$ cat src/core/cdps_pkg.sv
// constants, types and field layout shared by the card detect / power switch block
// How it works
// - selector 0 plus 1.8 V core card sets low-voltage flag
// - selector 1 sets extra-voltage flag for that card
// - 3.3 V card with 1.8 V core is own class
// - card in cold socket starts an interrogation
// - detect and sense lines decode interface and voltage
// - custom cards recognised from their own line pattern
// - three-pin serial link, selector picks switch encoding
// - first switch encoding is used after reset
// - first switch programming-supply bit patterns
// - first switch main-supply bit patterns
// - second switch programming-supply bit patterns
// - second switch main-supply patterns match the first
// - slow always-on tick paces interrogation and power-down
// - status-change pin pull follows inserted card interface
package cdps_pkg;

	// ****************************************************************
	// timing
	// ****************************************************************
	localparam int unsigned CLK_HZ = 125_000_000; // system clock rate
	localparam int unsigned OSC_HZ = 16_000; // nominal slow oscillator rate
	localparam int unsigned OSC_DIV = CLK_HZ / OSC_HZ; // rounds down to 7812
	localparam int unsigned LINK_HZ = 1_000_000; // serial link half-bit rate
	localparam int unsigned LINK_DIV = CLK_HZ / LINK_HZ; // 125 cycles

	// ****************************************************************
	// register map, byte addresses
	// ****************************************************************
	localparam logic [7:0] ADR_CTRL = 8'h00; // switch type select
	localparam logic [7:0] ADR_POWER = 8'h04; // supply request
	localparam logic [7:0] ADR_PRESENT = 8'h08; // card state, read only
	localparam logic [7:0] ADR_EVENT = 8'h0C; // sticky events, write one to clear
	localparam logic [7:0] ADR_MASK = 8'h10; // interrupt mask
	localparam int CTRL_SW_SEL = 10; // switch type select bit
	localparam int PRES_CLASS_LSB = 0; // card class, four bits
	localparam int PRES_CARD = 4; // a card sits in the socket
	localparam int PRES_16BIT = 5; // 16-bit card
	localparam int PRES_CB = 6; // cardbus interface
	localparam int PRES_LV = 7; // low voltage card flag
	localparam int PRES_XV = 8; // extra voltage card flag
	localparam int PRES_PROBE = 9; // interrogation running
	localparam int PRES_LINK = 10; // serial link busy
	localparam int PRES_VS_LSB = 12; // grounded sense lines {b,a}
	localparam int PRES_WORD_LSB = 16; // last word sent to the switch
	localparam int EV_INSERT = 0; // card arrived
	localparam int EV_REMOVE = 1; // card left
	localparam int EV_DETECT = 2; // interrogation finished
	localparam int EV_SENT = 3; // switch word latched
	localparam int EV_W = 4; // number of event bits
	localparam logic [31:0] RST_CTRL = 32'h0000_0000; // first switch type
	localparam logic [31:0] RST_WORD = 32'h0000_0000; // zero for reset and unmapped

	// ****************************************************************
	// switch control word D0..D10
	// ****************************************************************
	localparam int WORD_W = 11; // bits in the switch word
	localparam int D_VPP0 = 0; // D0
	localparam int D_VPP1 = 1; // D1
	localparam int D_VCC_LO = 2; // D2
	localparam int D_VCC_HI = 3; // D3
	localparam int D_SWITCH_SHUTDOWN_N = 8; // D8, shutdown, low disables outputs
	localparam int D_VPP2 = 9; // D9
	localparam logic [1:0] VCC_OFF = 2'h0; // request and pattern {D3,D2}
	localparam logic [1:0] VCC_3V3 = 2'h1;
	localparam logic [1:0] VCC_5V = 2'h2;
	localparam logic [2:0] VPP_OFF = 3'h0; // programming supply requests
	localparam logic [2:0] VPP_3V3 = 3'h1;
	localparam logic [2:0] VPP_5V = 3'h2;
	localparam logic [2:0] VPP_12V = 3'h3;
	localparam logic [2:0] VPP_1V8 = 3'h4;
	localparam logic [2:0] VPP_HIZ = 3'h5;
	localparam logic [2:0] PAT_0V = 3'h0; // {D0,D1,D9}
	localparam logic [2:0] PAT_3V3 = 3'h2;
	localparam logic [2:0] PAT_5V = 3'h3;
	localparam logic [2:0] PAT_T0_HIZ = 3'h4;
	localparam logic [2:0] PAT_T0_1V8 = 3'h7;
	localparam logic [2:0] PAT_T1_12V = 3'h4;
	localparam logic [2:0] PAT_T1_HIZ = 3'h6;

	// ****************************************************************
	// types
	// ****************************************************************
	typedef enum logic [3:0] {
		CLS_NONE = 4'h0,
		CLS_16BIT = 4'h1,
		CLS_CB_3V3 = 4'h2,
		CLS_CB_3V3_X = 4'h3,
		CLS_CB_3V3_XY = 4'h4,
		CLS_CB_1V8_CORE = 4'h5,
		CLS_CB_XY = 4'h6,
		CLS_CB_Y = 4'h7,
		CLS_CUSTOM = 4'h8,
		CLS_RESERVED = 4'h9
	} cdps_class_e;

	typedef struct packed {
		logic cd_b; // card detect b
		logic cd_a; // card detect a
		logic vs_b; // voltage sense b
		logic vs_a; // voltage sense a
	} cdps_sense_s;

	typedef struct packed {
		logic on; // becomes the shutdown bit
		logic [2:0] vpp; // programming supply request
		logic [1:0] vcc; // main supply request
	} cdps_power_s;

	localparam int POW_VCC_LSB = 0; // power register fields
	localparam int POW_VPP_LSB = 4;
	localparam int POW_ON = 8;

endpackage

$ cat src/core/cdps_top.sv
// socket card detection, supply switch encoding and wishbone registers
`timescale 1ns/1ps
module cdps_top #(
	parameter int unsigned OSC_DIV = cdps_pkg::OSC_DIV,
	parameter int unsigned LINK_DIV = cdps_pkg::LINK_DIV
) (
	input wire logic SYS_CLK,
	input wire logic RST_N,
	input wire logic WB_CYC_I,
	input wire logic WB_STB_I,
	input wire logic WB_WE_I,
	input wire logic [7:0] WB_ADR_I,
	input wire logic [3:0] WB_SEL_I,
	input wire logic [31:0] WB_DAT_I,
	output logic [31:0] WB_DAT_O,
	output logic WB_ACK_O,
	output logic IRQ,
	input wire logic CARD_DETECT_A_I,
	output logic CARD_DETECT_A_O,
	output logic CARD_DETECT_A_OE,
	input wire logic CARD_DETECT_B_I,
	output logic CARD_DETECT_B_O,
	output logic CARD_DETECT_B_OE,
	input wire logic VOLTAGE_SENSE_A_I,
	input wire logic VOLTAGE_SENSE_B_I,
	output logic STATUS_CHANGE_PULLUP,
	output logic STATUS_CHANGE_PULLDOWN,
	output logic SW_CLK,
	output logic SW_DATA,
	output logic SW_LATCH
);
	// ****************************************************************
	// declarations
	// ****************************************************************
	typedef enum logic [3:0] {
		IS_EMPTY = 4'b0001, // waiting for a card
		IS_PROBE_A = 4'b0010, // detect a pulled low
		IS_PROBE_B = 4'b0100, // detect b pulled low
		IS_HOLD = 4'b1000 // class known, watching for removal
	} cdps_itg_e;

	cdps_itg_e st_r, st_nxt; // interrogation state
	cdps_pkg::cdps_sense_s gnd_r, gnd_nxt; // lines found grounded when released
	logic [1:0] la_r, la_nxt; // sense lines tied to detect a {b,a}
	logic [1:0] lb_r, lb_nxt; // sense lines tied to detect b {b,a}
	cdps_pkg::cdps_class_e cls_r, cls_nxt; // decoded card class
	logic oe_a_r, oe_a_nxt; // detect a driven low
	logic oe_b_r, oe_b_nxt; // detect b driven low
	logic pu_r, pu_nxt; // status change pull-up
	logic pd_r, pd_nxt; // status change pull-down
	logic [31:0] ctrl_r, ctrl_nxt; // control register
	cdps_pkg::cdps_power_s pow_r, pow_nxt; // supply request
	logic [cdps_pkg::EV_W-1:0] ev_r, ev_nxt; // sticky events
	logic [cdps_pkg::EV_W-1:0] mask_r, mask_nxt; // interrupt enables
	logic [cdps_pkg::WORD_W-1:0] sent_r, sent_nxt; // word last handed to link
	logic ack_r, ack_nxt;
	logic [31:0] dat_r, dat_nxt;
	logic irq_r, irq_nxt;
	logic osc_tick; // slow oscillator enable
	logic link_tick; // serial half-bit enable
	logic link_busy;
	logic link_done;
	logic link_start;
	logic [cdps_pkg::WORD_W-1:0] word; // encoded switch word
	cdps_pkg::cdps_sense_s pins; // live levels, low means pulled down
	logic [cdps_pkg::EV_W-1:0] ev_set; // event pulses this cycle
	logic access; // new bus request
	logic [31:0] wmask; // byte lanes as bit mask
	logic [31:0] present; // present-state read value
	logic is_cb; // cardbus style interface
	logic lv_flag;
	logic xv_flag;

	// ****************************************************************
	// helpers
	// ****************************************************************
	function automatic cdps_pkg::cdps_class_e classify(input cdps_pkg::cdps_sense_s g,
			input logic [1:0] la, input logic [1:0] lb);
		if (g.cd_a && g.cd_b) begin // both detects grounded
			classify = cdps_pkg::CLS_16BIT;
		end else if (la[0]) begin // detect a to sense a
			classify = g.vs_b ? cdps_pkg::CLS_CUSTOM : cdps_pkg::CLS_CB_3V3;
		end else if (la[1]) begin // detect a to sense b
			classify = g.vs_a ? cdps_pkg::CLS_RESERVED : cdps_pkg::CLS_CB_XY;
		end else if (lb[1]) begin // detect b to sense b
			classify = g.vs_a ? cdps_pkg::CLS_CB_3V3_X : cdps_pkg::CLS_CB_1V8_CORE;
		end else if (lb[0]) begin // detect b to sense a
			classify = g.vs_b ? cdps_pkg::CLS_CB_3V3_XY : cdps_pkg::CLS_CB_Y;
		end else begin
			classify = cdps_pkg::CLS_RESERVED; // no legal pattern seen
		end
	endfunction

	// switch word from request and switch type; socket b bits stay at 0 V
	function automatic logic [cdps_pkg::WORD_W-1:0] encode(input logic sel,
			input cdps_pkg::cdps_power_s p);
		logic [2:0] pat;
		pat = cdps_pkg::PAT_0V;
		encode = '0;
		case (p.vpp)
			cdps_pkg::VPP_OFF: pat = cdps_pkg::PAT_0V;
			cdps_pkg::VPP_3V3: pat = cdps_pkg::PAT_3V3;
			cdps_pkg::VPP_5V: pat = cdps_pkg::PAT_5V;
			cdps_pkg::VPP_12V: pat = sel ? cdps_pkg::PAT_T1_12V : cdps_pkg::PAT_T0_HIZ;
			cdps_pkg::VPP_1V8: pat = sel ? cdps_pkg::PAT_T1_HIZ : cdps_pkg::PAT_T0_1V8;
			default: pat = sel ? cdps_pkg::PAT_T1_HIZ : cdps_pkg::PAT_T0_HIZ;
		endcase
		encode[cdps_pkg::D_VPP0] = pat[2];
		encode[cdps_pkg::D_VPP1] = pat[1];
		encode[cdps_pkg::D_VPP2] = pat[0];
		// same main-supply pattern for both types, 11 would also read 0 V
		encode[cdps_pkg::D_VCC_HI] = p.vcc[1];
		encode[cdps_pkg::D_VCC_LO] = p.vcc[0];
		encode[cdps_pkg::D_SWITCH_SHUTDOWN_N] = p.on; // low puts the switch outputs in hi-z
	endfunction

	// ****************************************************************
	// rate dividers and serial link
	// ****************************************************************
	cdps_tick #(.DIV(OSC_DIV)) u_osc (
		.clk(SYS_CLK),
		.rst_n(RST_N),
		.tick(osc_tick)
	);

	cdps_tick #(.DIV(LINK_DIV)) u_link_tick (
		.clk(SYS_CLK),
		.rst_n(RST_N),
		.tick(link_tick)
	);

	cdps_ser_tx #(.W(cdps_pkg::WORD_W)) u_ser (
		.clk(SYS_CLK),
		.rst_n(RST_N),
		.tick(link_tick),
		.start(link_start),
		.word(sent_nxt),
		.sclk(SW_CLK),
		.sdata(SW_DATA),
		.slatch(SW_LATCH),
		.busy(link_busy),
		.done(link_done)
	);

	// ****************************************************************
	// interrogation, paced by the slow tick only
	// ****************************************************************
	always_comb begin
		pins = '{cd_b: CARD_DETECT_B_I, cd_a: CARD_DETECT_A_I,
			vs_b: VOLTAGE_SENSE_B_I, vs_a: VOLTAGE_SENSE_A_I};
		st_nxt = st_r;
		gnd_nxt = gnd_r;
		la_nxt = la_r;
		lb_nxt = lb_r;
		cls_nxt = cls_r;
		oe_a_nxt = 1'b0;
		oe_b_nxt = 1'b0;
		ev_set = '0;
		case (st_r)
			IS_EMPTY: begin
				// every card grounds at least one detect line; a powered
				// socket is not cold, so no probe is started then
				if (osc_tick && (!pins.cd_a || !pins.cd_b) && !pow_r.on) begin
					gnd_nxt = ~pins;
					oe_a_nxt = pins.cd_a; // drive only an undriven line
					st_nxt = IS_PROBE_A;
					ev_set[cdps_pkg::EV_INSERT] = 1'b1;
				end
			end
			IS_PROBE_A: begin
				oe_a_nxt = !gnd_r.cd_a;
				if (osc_tick) begin // sense lines that followed detect a
					la_nxt = {!pins.vs_b && !gnd_r.vs_b, !pins.vs_a && !gnd_r.vs_a};
					oe_a_nxt = 1'b0;
					oe_b_nxt = !gnd_r.cd_b;
					st_nxt = IS_PROBE_B;
				end
			end
			IS_PROBE_B: begin
				oe_b_nxt = !gnd_r.cd_b;
				if (osc_tick) begin
					lb_nxt = {!pins.vs_b && !gnd_r.vs_b, !pins.vs_a && !gnd_r.vs_a};
					cls_nxt = classify(gnd_r, la_r, lb_nxt);
					oe_b_nxt = 1'b0;
					st_nxt = IS_HOLD;
					ev_set[cdps_pkg::EV_DETECT] = 1'b1;
				end
			end
			IS_HOLD: begin
				if (osc_tick && pins.cd_a && pins.cd_b) begin // card pulled
					cls_nxt = cdps_pkg::CLS_NONE;
					gnd_nxt = '0;
					la_nxt = '0;
					lb_nxt = '0;
					st_nxt = IS_EMPTY;
					ev_set[cdps_pkg::EV_REMOVE] = 1'b1;
				end
			end
			default: begin
				st_nxt = IS_EMPTY;
			end
		endcase
		ev_set[cdps_pkg::EV_SENT] = link_done;
		is_cb = (cls_r != cdps_pkg::CLS_NONE) && (cls_r != cdps_pkg::CLS_16BIT);
		pu_nxt = (cls_r == cdps_pkg::CLS_16BIT);
		pd_nxt = is_cb;
		// low voltage or extra voltage flag, chosen by switch type
		lv_flag = (cls_r == cdps_pkg::CLS_CB_1V8_CORE) && !ctrl_r[cdps_pkg::CTRL_SW_SEL];
		xv_flag = (cls_r == cdps_pkg::CLS_CB_1V8_CORE) && ctrl_r[cdps_pkg::CTRL_SW_SEL];
	end

	// ****************************************************************
	// register file and wishbone slave, one wait state per access
	// ****************************************************************
	always_comb begin
		access = WB_CYC_I && WB_STB_I && !ack_r;
		wmask = {{8{WB_SEL_I[3]}}, {8{WB_SEL_I[2]}}, {8{WB_SEL_I[1]}}, {8{WB_SEL_I[0]}}};
		present = cdps_pkg::RST_WORD;
		present[cdps_pkg::PRES_CLASS_LSB +: 4] = cls_r;
		present[cdps_pkg::PRES_CARD] = (st_r != IS_EMPTY);
		present[cdps_pkg::PRES_16BIT] = pu_r;
		present[cdps_pkg::PRES_CB] = pd_r;
		present[cdps_pkg::PRES_LV] = lv_flag;
		present[cdps_pkg::PRES_XV] = xv_flag;
		present[cdps_pkg::PRES_PROBE] = (st_r == IS_PROBE_A) || (st_r == IS_PROBE_B);
		present[cdps_pkg::PRES_LINK] = link_busy;
		present[cdps_pkg::PRES_VS_LSB +: 2] = {gnd_r.vs_b, gnd_r.vs_a};
		present[cdps_pkg::PRES_WORD_LSB +: cdps_pkg::WORD_W] = sent_r;
		ack_nxt = access;
		dat_nxt = cdps_pkg::RST_WORD; // unmapped reads return zero
		ctrl_nxt = ctrl_r;
		pow_nxt = pow_r;
		mask_nxt = mask_r;
		ev_nxt = ev_r;
		if (access && !WB_WE_I) begin
			case (WB_ADR_I)
				cdps_pkg::ADR_CTRL: dat_nxt = ctrl_r;
				cdps_pkg::ADR_POWER: begin // fields read back where software wrote them
					dat_nxt[cdps_pkg::POW_VCC_LSB +: 2] = pow_r.vcc;
					dat_nxt[cdps_pkg::POW_VPP_LSB +: 3] = pow_r.vpp;
					dat_nxt[cdps_pkg::POW_ON] = pow_r.on;
				end
				cdps_pkg::ADR_PRESENT: dat_nxt = present;
				cdps_pkg::ADR_EVENT: dat_nxt = 32'(ev_r);
				cdps_pkg::ADR_MASK: dat_nxt = 32'(mask_r);
				default: dat_nxt = cdps_pkg::RST_WORD;
			endcase
		end else if (access) begin
			case (WB_ADR_I)
				cdps_pkg::ADR_CTRL: begin // only the type select is writable
					ctrl_nxt[cdps_pkg::CTRL_SW_SEL] = wmask[cdps_pkg::CTRL_SW_SEL] ?
						WB_DAT_I[cdps_pkg::CTRL_SW_SEL] : ctrl_r[cdps_pkg::CTRL_SW_SEL];
				end
				cdps_pkg::ADR_POWER: begin
					if (WB_SEL_I[0]) begin
						pow_nxt.vcc = WB_DAT_I[cdps_pkg::POW_VCC_LSB +: 2];
						pow_nxt.vpp = WB_DAT_I[cdps_pkg::POW_VPP_LSB +: 3];
					end
					if (WB_SEL_I[1]) begin
						pow_nxt.on = WB_DAT_I[cdps_pkg::POW_ON];
					end
				end
				cdps_pkg::ADR_EVENT: ev_nxt = ev_r & ~(WB_DAT_I[cdps_pkg::EV_W-1:0] &
					wmask[cdps_pkg::EV_W-1:0]);
				cdps_pkg::ADR_MASK: begin
					if (WB_SEL_I[0]) begin
						mask_nxt = WB_DAT_I[cdps_pkg::EV_W-1:0];
					end
				end
				default: ev_nxt = ev_r; // unmapped writes are acked and dropped
			endcase
		end
		// removal powers the socket down, winning over a write
		if (ev_set[cdps_pkg::EV_REMOVE]) begin
			pow_nxt.on = 1'b0;
		end
		ev_nxt = ev_nxt | ev_set; // a set beats a clear in the same cycle
		irq_nxt = |(ev_nxt & mask_nxt);
		// a new word goes out once the link is idle; changes meanwhile wait
		word = encode(ctrl_r[cdps_pkg::CTRL_SW_SEL], pow_r);
		link_start = !link_busy && (word != sent_r);
		sent_nxt = link_start ? word : sent_r;
	end

	// ****************************************************************
	// registers
	// ****************************************************************
	always_ff @(posedge SYS_CLK) begin
		if (!RST_N) begin
			st_r <= IS_EMPTY;
			gnd_r <= '0;
			la_r <= '0;
			lb_r <= '0;
			cls_r <= cdps_pkg::CLS_NONE;
			oe_a_r <= 1'b0;
			oe_b_r <= 1'b0;
			pu_r <= 1'b0;
			pd_r <= 1'b0;
			ctrl_r <= cdps_pkg::RST_CTRL;
			pow_r <= '0;
			ev_r <= '0;
			mask_r <= '0;
			sent_r <= '0;
			ack_r <= 1'b0;
			dat_r <= cdps_pkg::RST_WORD;
			irq_r <= 1'b0;
		end else begin
			st_r <= st_nxt;
			gnd_r <= gnd_nxt;
			la_r <= la_nxt;
			lb_r <= lb_nxt;
			cls_r <= cls_nxt;
			oe_a_r <= oe_a_nxt;
			oe_b_r <= oe_b_nxt;
			pu_r <= pu_nxt;
			pd_r <= pd_nxt;
			ctrl_r <= ctrl_nxt;
			pow_r <= pow_nxt;
			ev_r <= ev_nxt;
			mask_r <= mask_nxt;
			sent_r <= sent_nxt;
			ack_r <= ack_nxt;
			dat_r <= dat_nxt;
			irq_r <= irq_nxt;
		end
	end

	// ****************************************************************
	// outputs, open-drain detect lines only ever pull low
	// ****************************************************************
	assign WB_ACK_O = ack_r;
	assign WB_DAT_O = dat_r;
	assign IRQ = irq_r;
	assign CARD_DETECT_A_O = 1'b0;
	assign CARD_DETECT_A_OE = oe_a_r;
	assign CARD_DETECT_B_O = 1'b0;
	assign CARD_DETECT_B_OE = oe_b_r;
	assign STATUS_CHANGE_PULLUP = pu_r;
	assign STATUS_CHANGE_PULLDOWN = pd_r;
endmodule

$ cat src/core/cdps_tick.sv
// divider that makes a one-cycle enable pulse every DIV clocks
`timescale 1ns/1ps
module cdps_tick #(
	parameter int unsigned DIV = 125
) (
	input wire logic clk,
	input wire logic rst_n,
	output logic tick
);
	localparam int CW = (DIV > 1) ? $clog2(DIV) : 1; // counter width

	logic [CW-1:0] cnt_r; // cycles since last pulse
	logic [CW-1:0] cnt_nxt;
	logic tick_r; // registered pulse
	logic tick_nxt;

	// ****************************************************************
	// next count
	// ****************************************************************
	always_comb begin
		if (cnt_r == CW'(DIV - 1)) begin
			cnt_nxt = '0; // wrap and fire
			tick_nxt = 1'b1;
		end else begin
			cnt_nxt = cnt_r + 1'b1;
			tick_nxt = 1'b0;
		end
	end

	// ****************************************************************
	// registers
	// ****************************************************************
	always_ff @(posedge clk) begin
		if (!rst_n) begin
			cnt_r <= '0;
			tick_r <= 1'b0;
		end else begin
			cnt_r <= cnt_nxt;
			tick_r <= tick_nxt;
		end
	end

	assign tick = tick_r;
endmodule

$ cat src/core/cdps_ser_tx.sv
// serial shifter for the power switch word: clock, data and latch pins
`timescale 1ns/1ps
module cdps_ser_tx #(
	parameter int W = 11
) (
	input wire logic clk,
	input wire logic rst_n,
	input wire logic tick,
	input wire logic start,
	input wire logic [W-1:0] word,
	output logic sclk,
	output logic sdata,
	output logic slatch,
	output logic busy,
	output logic done
);
	typedef enum logic [2:0] {
		ST_IDLE = 3'b001,
		ST_SHIFT = 3'b010,
		ST_LATCH = 3'b100
	} cdps_ser_e;

	localparam int BW = $clog2(W); // bit counter width

	cdps_ser_e st_r, st_nxt; // sequencer state
	logic [W-1:0] sh_r, sh_nxt; // remaining bits, msb out first
	logic [BW-1:0] cnt_r, cnt_nxt; // bits left after this one
	logic ph_r, ph_nxt; // half-bit phase
	logic sclk_r, sclk_nxt;
	logic sdata_r, sdata_nxt;
	logic slatch_r, slatch_nxt;
	logic done_r, done_nxt;

	// ****************************************************************
	// sequencer: data set with clock low, taken on clock rise, then latch
	// ****************************************************************
	always_comb begin
		st_nxt = st_r;
		sh_nxt = sh_r;
		cnt_nxt = cnt_r;
		ph_nxt = ph_r;
		sclk_nxt = sclk_r;
		sdata_nxt = sdata_r;
		slatch_nxt = slatch_r;
		done_nxt = 1'b0;
		case (st_r)
			ST_IDLE: begin
				if (start) begin
					sh_nxt = word;
					cnt_nxt = BW'(W - 1);
					ph_nxt = 1'b0;
					st_nxt = ST_SHIFT;
				end
			end
			ST_SHIFT: begin
				if (tick && !ph_r) begin // present next bit, D10 first
					sclk_nxt = 1'b0;
					sdata_nxt = sh_r[W-1];
					ph_nxt = 1'b1;
				end else if (tick) begin // rising clock edge to the switch
					sclk_nxt = 1'b1;
					sh_nxt = {sh_r[W-2:0], 1'b0};
					ph_nxt = 1'b0;
					if (cnt_r == '0) begin
						st_nxt = ST_LATCH;
					end else begin
						cnt_nxt = cnt_r - 1'b1;
					end
				end
			end
			ST_LATCH: begin
				if (tick && !slatch_r) begin // latch pulse, one half bit
					sclk_nxt = 1'b0;
					slatch_nxt = 1'b1;
				end else if (tick) begin
					slatch_nxt = 1'b0;
					done_nxt = 1'b1;
					st_nxt = ST_IDLE;
				end
			end
			default: begin
				st_nxt = ST_IDLE;
			end
		endcase
	end

	// ****************************************************************
	// registers
	// ****************************************************************
	always_ff @(posedge clk) begin
		if (!rst_n) begin
			st_r <= ST_IDLE;
			sh_r <= '0;
			cnt_r <= '0;
			ph_r <= 1'b0;
			sclk_r <= 1'b0;
			sdata_r <= 1'b0;
			slatch_r <= 1'b0;
			done_r <= 1'b0;
		end else begin
			st_r <= st_nxt;
			sh_r <= sh_nxt;
			cnt_r <= cnt_nxt;
			ph_r <= ph_nxt;
			sclk_r <= sclk_nxt;
			sdata_r <= sdata_nxt;
			slatch_r <= slatch_nxt;
			done_r <= done_nxt;
		end
	end

	assign sclk = sclk_r;
	assign sdata = sdata_r;
	assign slatch = slatch_r;
	assign busy = (st_r != ST_IDLE);
	assign done = done_r;
endmodule

$ cat config.mk
export PLATFORM = sky130hd
export DESIGN_NAME = cdps_top
export DESIGN_NICKNAME = d
export VERILOG_FILES = /design/src/core/cdps_pkg.sv /design/src/core/cdps_top.sv /design/src/core/cdps_tick.sv /design/src/core/cdps_ser_tx.sv
export SDC_FILE = /design/constraint.sdc
export NUM_CORES = 1
export LEC_CHECK = 0
export BUFFER_PORTS_ARGS = -buffer_cell sky130_fd_sc_hd__clkbuf_2
export CAP_MARGIN = 20
export CELL_PAD_IN_SITES_DETAIL_PLACEMENT = 0
export CELL_PAD_IN_SITES_GLOBAL_PLACEMENT = 1
export CORE_UTILIZATION = 25
export DETAILED_ROUTE_END_ITERATION = 16
export PLACE_DENSITY = 0.55
export SLEW_MARGIN = 40
export SYNTH_ARGS = -nofsm -noshare
export SYNTH_HDL_FRONTEND = slang
export SYNTH_SLANG_ARGS = --single-unit
$ cat constraint.sdc
create_clock -name SYS_CLK -period 3.8 [get_ports SYS_CLK]
set_input_delay 0.19 -clock SYS_CLK [delete_from_list [all_inputs] [get_ports SYS_CLK]]
set_output_delay 0.19 -clock SYS_CLK [all_outputs]
set_load 0.02 [all_outputs]
; ---- After elaboration in Yosys (flattened, before gate mapping)
; Index checks and enable logic that the tools add are counted.
[word_totals]
register_bits = 123
inputBits = 53
output_inout_bits = 43
elab_cells = 224
[op_classes]
add_sub_neg = 3
eq_ne = 36
mux = 78
bitwise_logic = 9
n_reduce_logical = 64
[ops]
columns = op, count
row1 = $mux W4, 25
row2 = $mux W11, 4
row3 = $pmux W18 S2, 1
row4 = $pmux W4 S2, 3
row5 = $pmux W11 S2, 1
row6 = $mux W1, 21
row7 = $mux W3, 7
row8 = $reduce_and A4 Y1, 5
row9 = $reduce_and A3 Y1, 6
row10 = $eq A8 B4 Y1 const B, 2
row11 = $logic_and A1 B1 Y1, 16
row12 = $ne A2 B2 Y1 const B, 8
row13 = $pmux W4 S4, 1
row14 = $logic_not A1 Y1, 15
row15 = $pmux W3 S5, 1
row16 = $add A13 B1 Y13 const B, 1
row17 = $eq A13 B13 Y1 const B, 1
row18 = $and A4 B4 Y4, 3
row19 = $reduce_bool A2 Y1, 6
row20 = $ne A10 B11 Y1, 1
row21 = $pmux W1 S2, 5
row22 = $eq A3 B2 Y1 const B, 3
row23 = $pmux W3 S3, 1
row24 = $eq A4 B1 Y1 const B, 2
row25 = other kinds (33), 51

; ---- Longest topological paths before layout
[depth]
ltp_word = 9
depth_mapped = 8
ltp_nobuf = 7

; ---- Hierarchy
; From an unflattened synthesis, not the netlist that was laid out.
[hier_totals]
hier_cells = 577
hier_area_um2 = 5276.3
[modules_own_cells]
columns = module, instances, cells_per_inst, area_per_inst_um2, seq_area_each_um2
row1 = cdps_top, 1, 348, 3174.3, 1401.3
row2 = cdps_ser_tx, 1, 130, 1176.1, 460.4
row3 = cdps_tick (u_osc), 1, 62, 591.8, 280.3
row4 = cdps_tick (u_link_tick), 1, 37, 334.1, 160.2

; ---- Least setup slack after synthesis
; No wires, ideal clock.
[synth_timing]
path_kind = reg-to-reg
from = register sent_r[4] in the netlist's numbering
to = register u_ser.sh_r[2]
setup_time_ps = 135
arrival_ps = 1836
t_required_ps = 3665
path_slack_ps = 1829
stages_incl_launch_ff = 8
path_buffers = 1
synth_period_minus_slack_ps = 1971
cell_sequence = dfxtp_1 -> or4_4 -> nor2_4 -> nand4_4 -> o41a_1 -> buf_6 -> nand3_1 -> o221ai_1
[synth_via]
elab_chain_len = 5
word_cells_on_any_way = 7
cone_classes = eq/ne (2) / mux (3) / reduce/logical (2)
[synth_rtl]
columns = element, line_no
row1 = from (decl), cdps_top.sv:55  ; logic [cdps_pkg::WORD_W-1:0] sent_r, sent_nxt;
row2 = from (signal assigned), cdps_top.sv:321  ; sent_r <= sent_nxt;
row3 = $ne A10 B11 Y1 *, cdps_top.sv:281  ; link_start = !link_busy && (word != sent_r);
row4 = $logic_and A1 B1 Y1 *, cdps_top.sv:281
row5 = $mux W11, cdps_top.sv:282  ; sent_nxt = link_start ? word : sent_r;
row6 = $mux W11, cdps_ser_tx.sv:48  ; if (start) begin
row7 = $pmux W11 S2, cdps_ser_tx.sv:46  ; case (st_r)
row8 = to (signal assigned), cdps_ser_tx.sv:102  ; sh_r <= sh_nxt;
row9 = to (decl), cdps_ser_tx.sv:26  ; logic [W-1:0] sh_r, sh_nxt;
; Every way passes the cells marked *; elsewhere a longest branch is shown, timed or not. The select of a mux whose other input is x is not followed.
; A chain may end at the register's enable or synchronous reset.

; ---- Worst setup path in the final report
[layout_timing]
from = register st_r[0]
to = register gnd_r[1] in the netlist's numbering
[layout_via]
elab_chain_len = 3
word_cells_on_any_way = 7
cone_classes = eq/ne (4) / mux (1) / reduce/logical (2)
[layout_rtl]
columns = element, line_no
row1 = from (decl), cdps_top.sv:42  ; cdps_itg_e st_r, st_nxt;
row2 = from (signal assigned), cdps_top.sv:308  ; st_r <= st_nxt;
row3 = $eq A4 B4 Y1 / $eq A4 B1 Y1 (equally long branches), cdps_top.sv:159  ; case (st_r)
row4 = $ne A2 B2 Y1 (no line) / $reduce_bool A2 Y1 (equally long branches), -
row5 = $reduce_and A3 Y1 (no line), -
row6 = to (signal assigned), cdps_top.sv:309  ; gnd_r <= gnd_nxt;
row7 = to (decl), cdps_top.sv:43  ; cdps_pkg::cdps_sense_s gnd_r, gnd_nxt;
; Parallel ways exist; a longest one is shown, timed or not.

==> flow_metrics.tcl <==
set metrics [dict create \
    run_status "finished clean" \
    dieWidth_um 143 \
    rows 51 \
    async_flop_share_pct 0 \
    timing.hold.ws_ns 0.0406 \
    synth_top_area_share_pct 46.6 \
    ctsResizeCount 0 \
    antenna_found_initial 0 \
    utilization_pct 31.5 \
    seq_area_frac_synth_pct 46.6 \
    critPathArrivalTime_ns 2.67 \
    first_global_vias 3893 \
    relSlewSlack_pct 44.6 \
    clkPwrFrac_pct 53.2 \
    grtUsageMet3_pct 3.23 \
    grt_use_met2_pct 19.9 \
    tns_ns 0 \
    power_density_nw_per_um2 526 \
    cts_max_path_buffers 2 \
    grt_max_degree 24 \
    hold_path.class "in -> reg" \
    dp.final_hpwl_um 8880 \
    clock.fmax_ghz 0.429 \
    report.final.slew_viol_count 0 \
    grt_use_total_pct 12.8 \
    yosysTopAreaCell "dfxtp_1" \
    dieArea_sq_um 20300 \
    die_h_um 143 \
    synth_cell_types 64 \
    overflow 0 \
    placed_cell_area_sq_um 5460 \
    start_util_pct 25.5 \
    synth_common_cells "115 x dfxtp_1, 82 x nor2_1, 35 x a21oi_1" \
    drc 0 \
    required_ns 4.14 \
    ys.flop_type "dfxtp_1" \
    syn_area_sq_um 4940 \
    core_area_sq_um 19400 \
    fin_crit_ns 2.33 \
    rsz0062_at_grt "no" \
    dr.pass1.iters 7 \
    finalSetupViolations 0 \
    drtIter0Drc 184 \
    finalCritPeriodShare_pct 61.4 \
    synthTopCellsByArea "dfxtp_1 47%, nor2_1 6.2%, and3_1 4.1%" \
    post_cts_buffers 0 \
    crit_chain "or4b_2, nor4b_2, nor2_2, nor3_1, a21oi_1, nor2_1" \
    ys_ff_latch 115 \
    clk_latency_ns 0.42 \
    area_growth_pct 23.6 \
    path_clk_slew_ns 0.05 \
    crit_family "simple AND/OR/NAND/NOR gates" \
    ant_nets 0 \
    ios 96 \
    synth_edf_count 0 \
    internal-power_mw 2.49 \
    drv_cap 0 \
    grt_pass1_wl_um 19700 \
    tightest_slew_ns 0.830 \
    worst-path-buf-inv 0 \
    drt-vias-per-instance 4.63 \
    gr-max-usage-layer "met2" \
    gr-usage-met1_pct 16.3 \
    start_kind "flop" \
    endpoint_kind "flop" \
    drive_above_1_share_pct 18.4 \
    max_stage_delay_ns 0.67 \
    sw_frac_of_total_pct 22.6 \
    crit_type "reg -> reg" \
    hold_viol 0 \
    power_mw 3.21 \
    dr_total_vias 4103 \
    place_congestion 0.737 \
    syn_avg_cell_area_sq_um 8.98 \
    tritoncts "yes" \
    io_buffers 60 \
    root_buffer "clkbuf_16" \
    insertedDiodeCount 0 \
    wl_um 12300 \
    htree_levels 4 \
    netlist_instances 550 \
    slowest_stage "or4b_2" \
    yosysMostFrequentCell "dfxtp_1" \
    clock_sinks 115 \
    vdd_drop_max_mv 0.268 \
    skew_ns 0.0148 \
    p_seq_share_pct 39.0 \
    pwr-share-comb_pct 7.8 \
    postCtsHoldBufs 1 \
    yosys_warnings 0 \
    cts_made_buffers 17 \
    p_leak_nw 2.46 \
    p_switching_mw 0.728 \
    wl_per_cell_um 13.9 \
    critPathMaxFanout 9 \
    final_cell_area_sq_um 6100 \
    fin_nets 666 \
]
==> cell usage in the layout (no fill, tap or decap), drive strengths merged, types with 14 or more instances in the layout <==
cell type	n
nor2	84
mux2i	15
clkbuf	81
o21ai	14
nand3	26
and3	32
a21oi	35
nand2	27
dfxtp	115
==> state kept, by name (all words and copies together) (netlist names), 6 cells and up <==
| name | cells |
|---|---|
| u_link_tick.cnt_r | 7 |
| WB_DAT_O | 24 |
| sent_r | 11 |
| u_ser.sh_r | 11 |
| pow_r | 6 |
| u_osc.cnt_r | 13 |
==> cells by family after synthesis <==
kind of cell	after synthesis	share of synthesized area (%)
buffers and inverters	47	4.64
xor gates and xnor gates	24	4.26
adders and majority gates	5	1.27
and+or+nand+nor	249	27.0
other	1	0.0759
AOI/OAI and AO/OA	92	12.6
muxes	17	3.50
DFF	115	46.6
==> tightest hold or removal path: cells and delay by family <==
family	cells	cell delay (ns)
AOI/OAI and AO/OA	1	0.05
buffers and inverters	1	0.10
and+or+nand+nor	1	0.06
==> layout make-up <==
cell class / count / area [sq um]
Clock inverter: 11 / 155
Fill cell: 2066 / 13300
Clock buffer: 21 / 480
Timing Repair Buffer: 67 / 355
Inverter: 10 / 37.5
Sequential cell: 115 / 2300
Tap cell: 265 / 332
Multi-Input combinational cell: 397 / 2440
==> power by group through the flow <==
| stage | clock network [mW] | registers, mW | logic [mW] |
|---|---|---|---|
| global placement | 0 | 1.28 | 0.245 |
| finish | 1.71 | 1.25 | 0.250 |
| CTS | 1.75 | 1.25 | 0.254 |
| floorplan | 0 | 1.27 | 0.192 |
| global route | 1.81 | 1.26 | 0.279 |
| detailed placement | 0 | 1.28 | 0.250 |
==> routing by layer <==
metal	vias to the layer above	part of all wire (%)
met4	0	1.8
li1	2042	-
met5	-	0
met3	14	4.1
met2	85	45
met1	1962	49
==> stage by stage <==
stage / setup slack [ns] / instances
5_1_grt: 1.32 / 886
3_3_place_gp: 1.34 / 853
6_report: 1.47 / 886
2_1_floorplan: 1.83 / 559
4_1_cts: 1.45 / 886
3_5_place_dp: 1.32 / 853
==> final timing paths <==
check,start,endpoint,slack (ns),depth (start not counted)
max reg2reg,st_r[0],gnd_r[1],1.47,6
min,WB_DAT_I[4],pow_r[2],0.04,3
min reg2reg,u_link_tick.cnt_r[0],u_link_tick.cnt_r[0],0.46,1
max,st_r[0],gnd_r[1],1.47,6
Note: power is estimated with default switching activity, not from simulation.
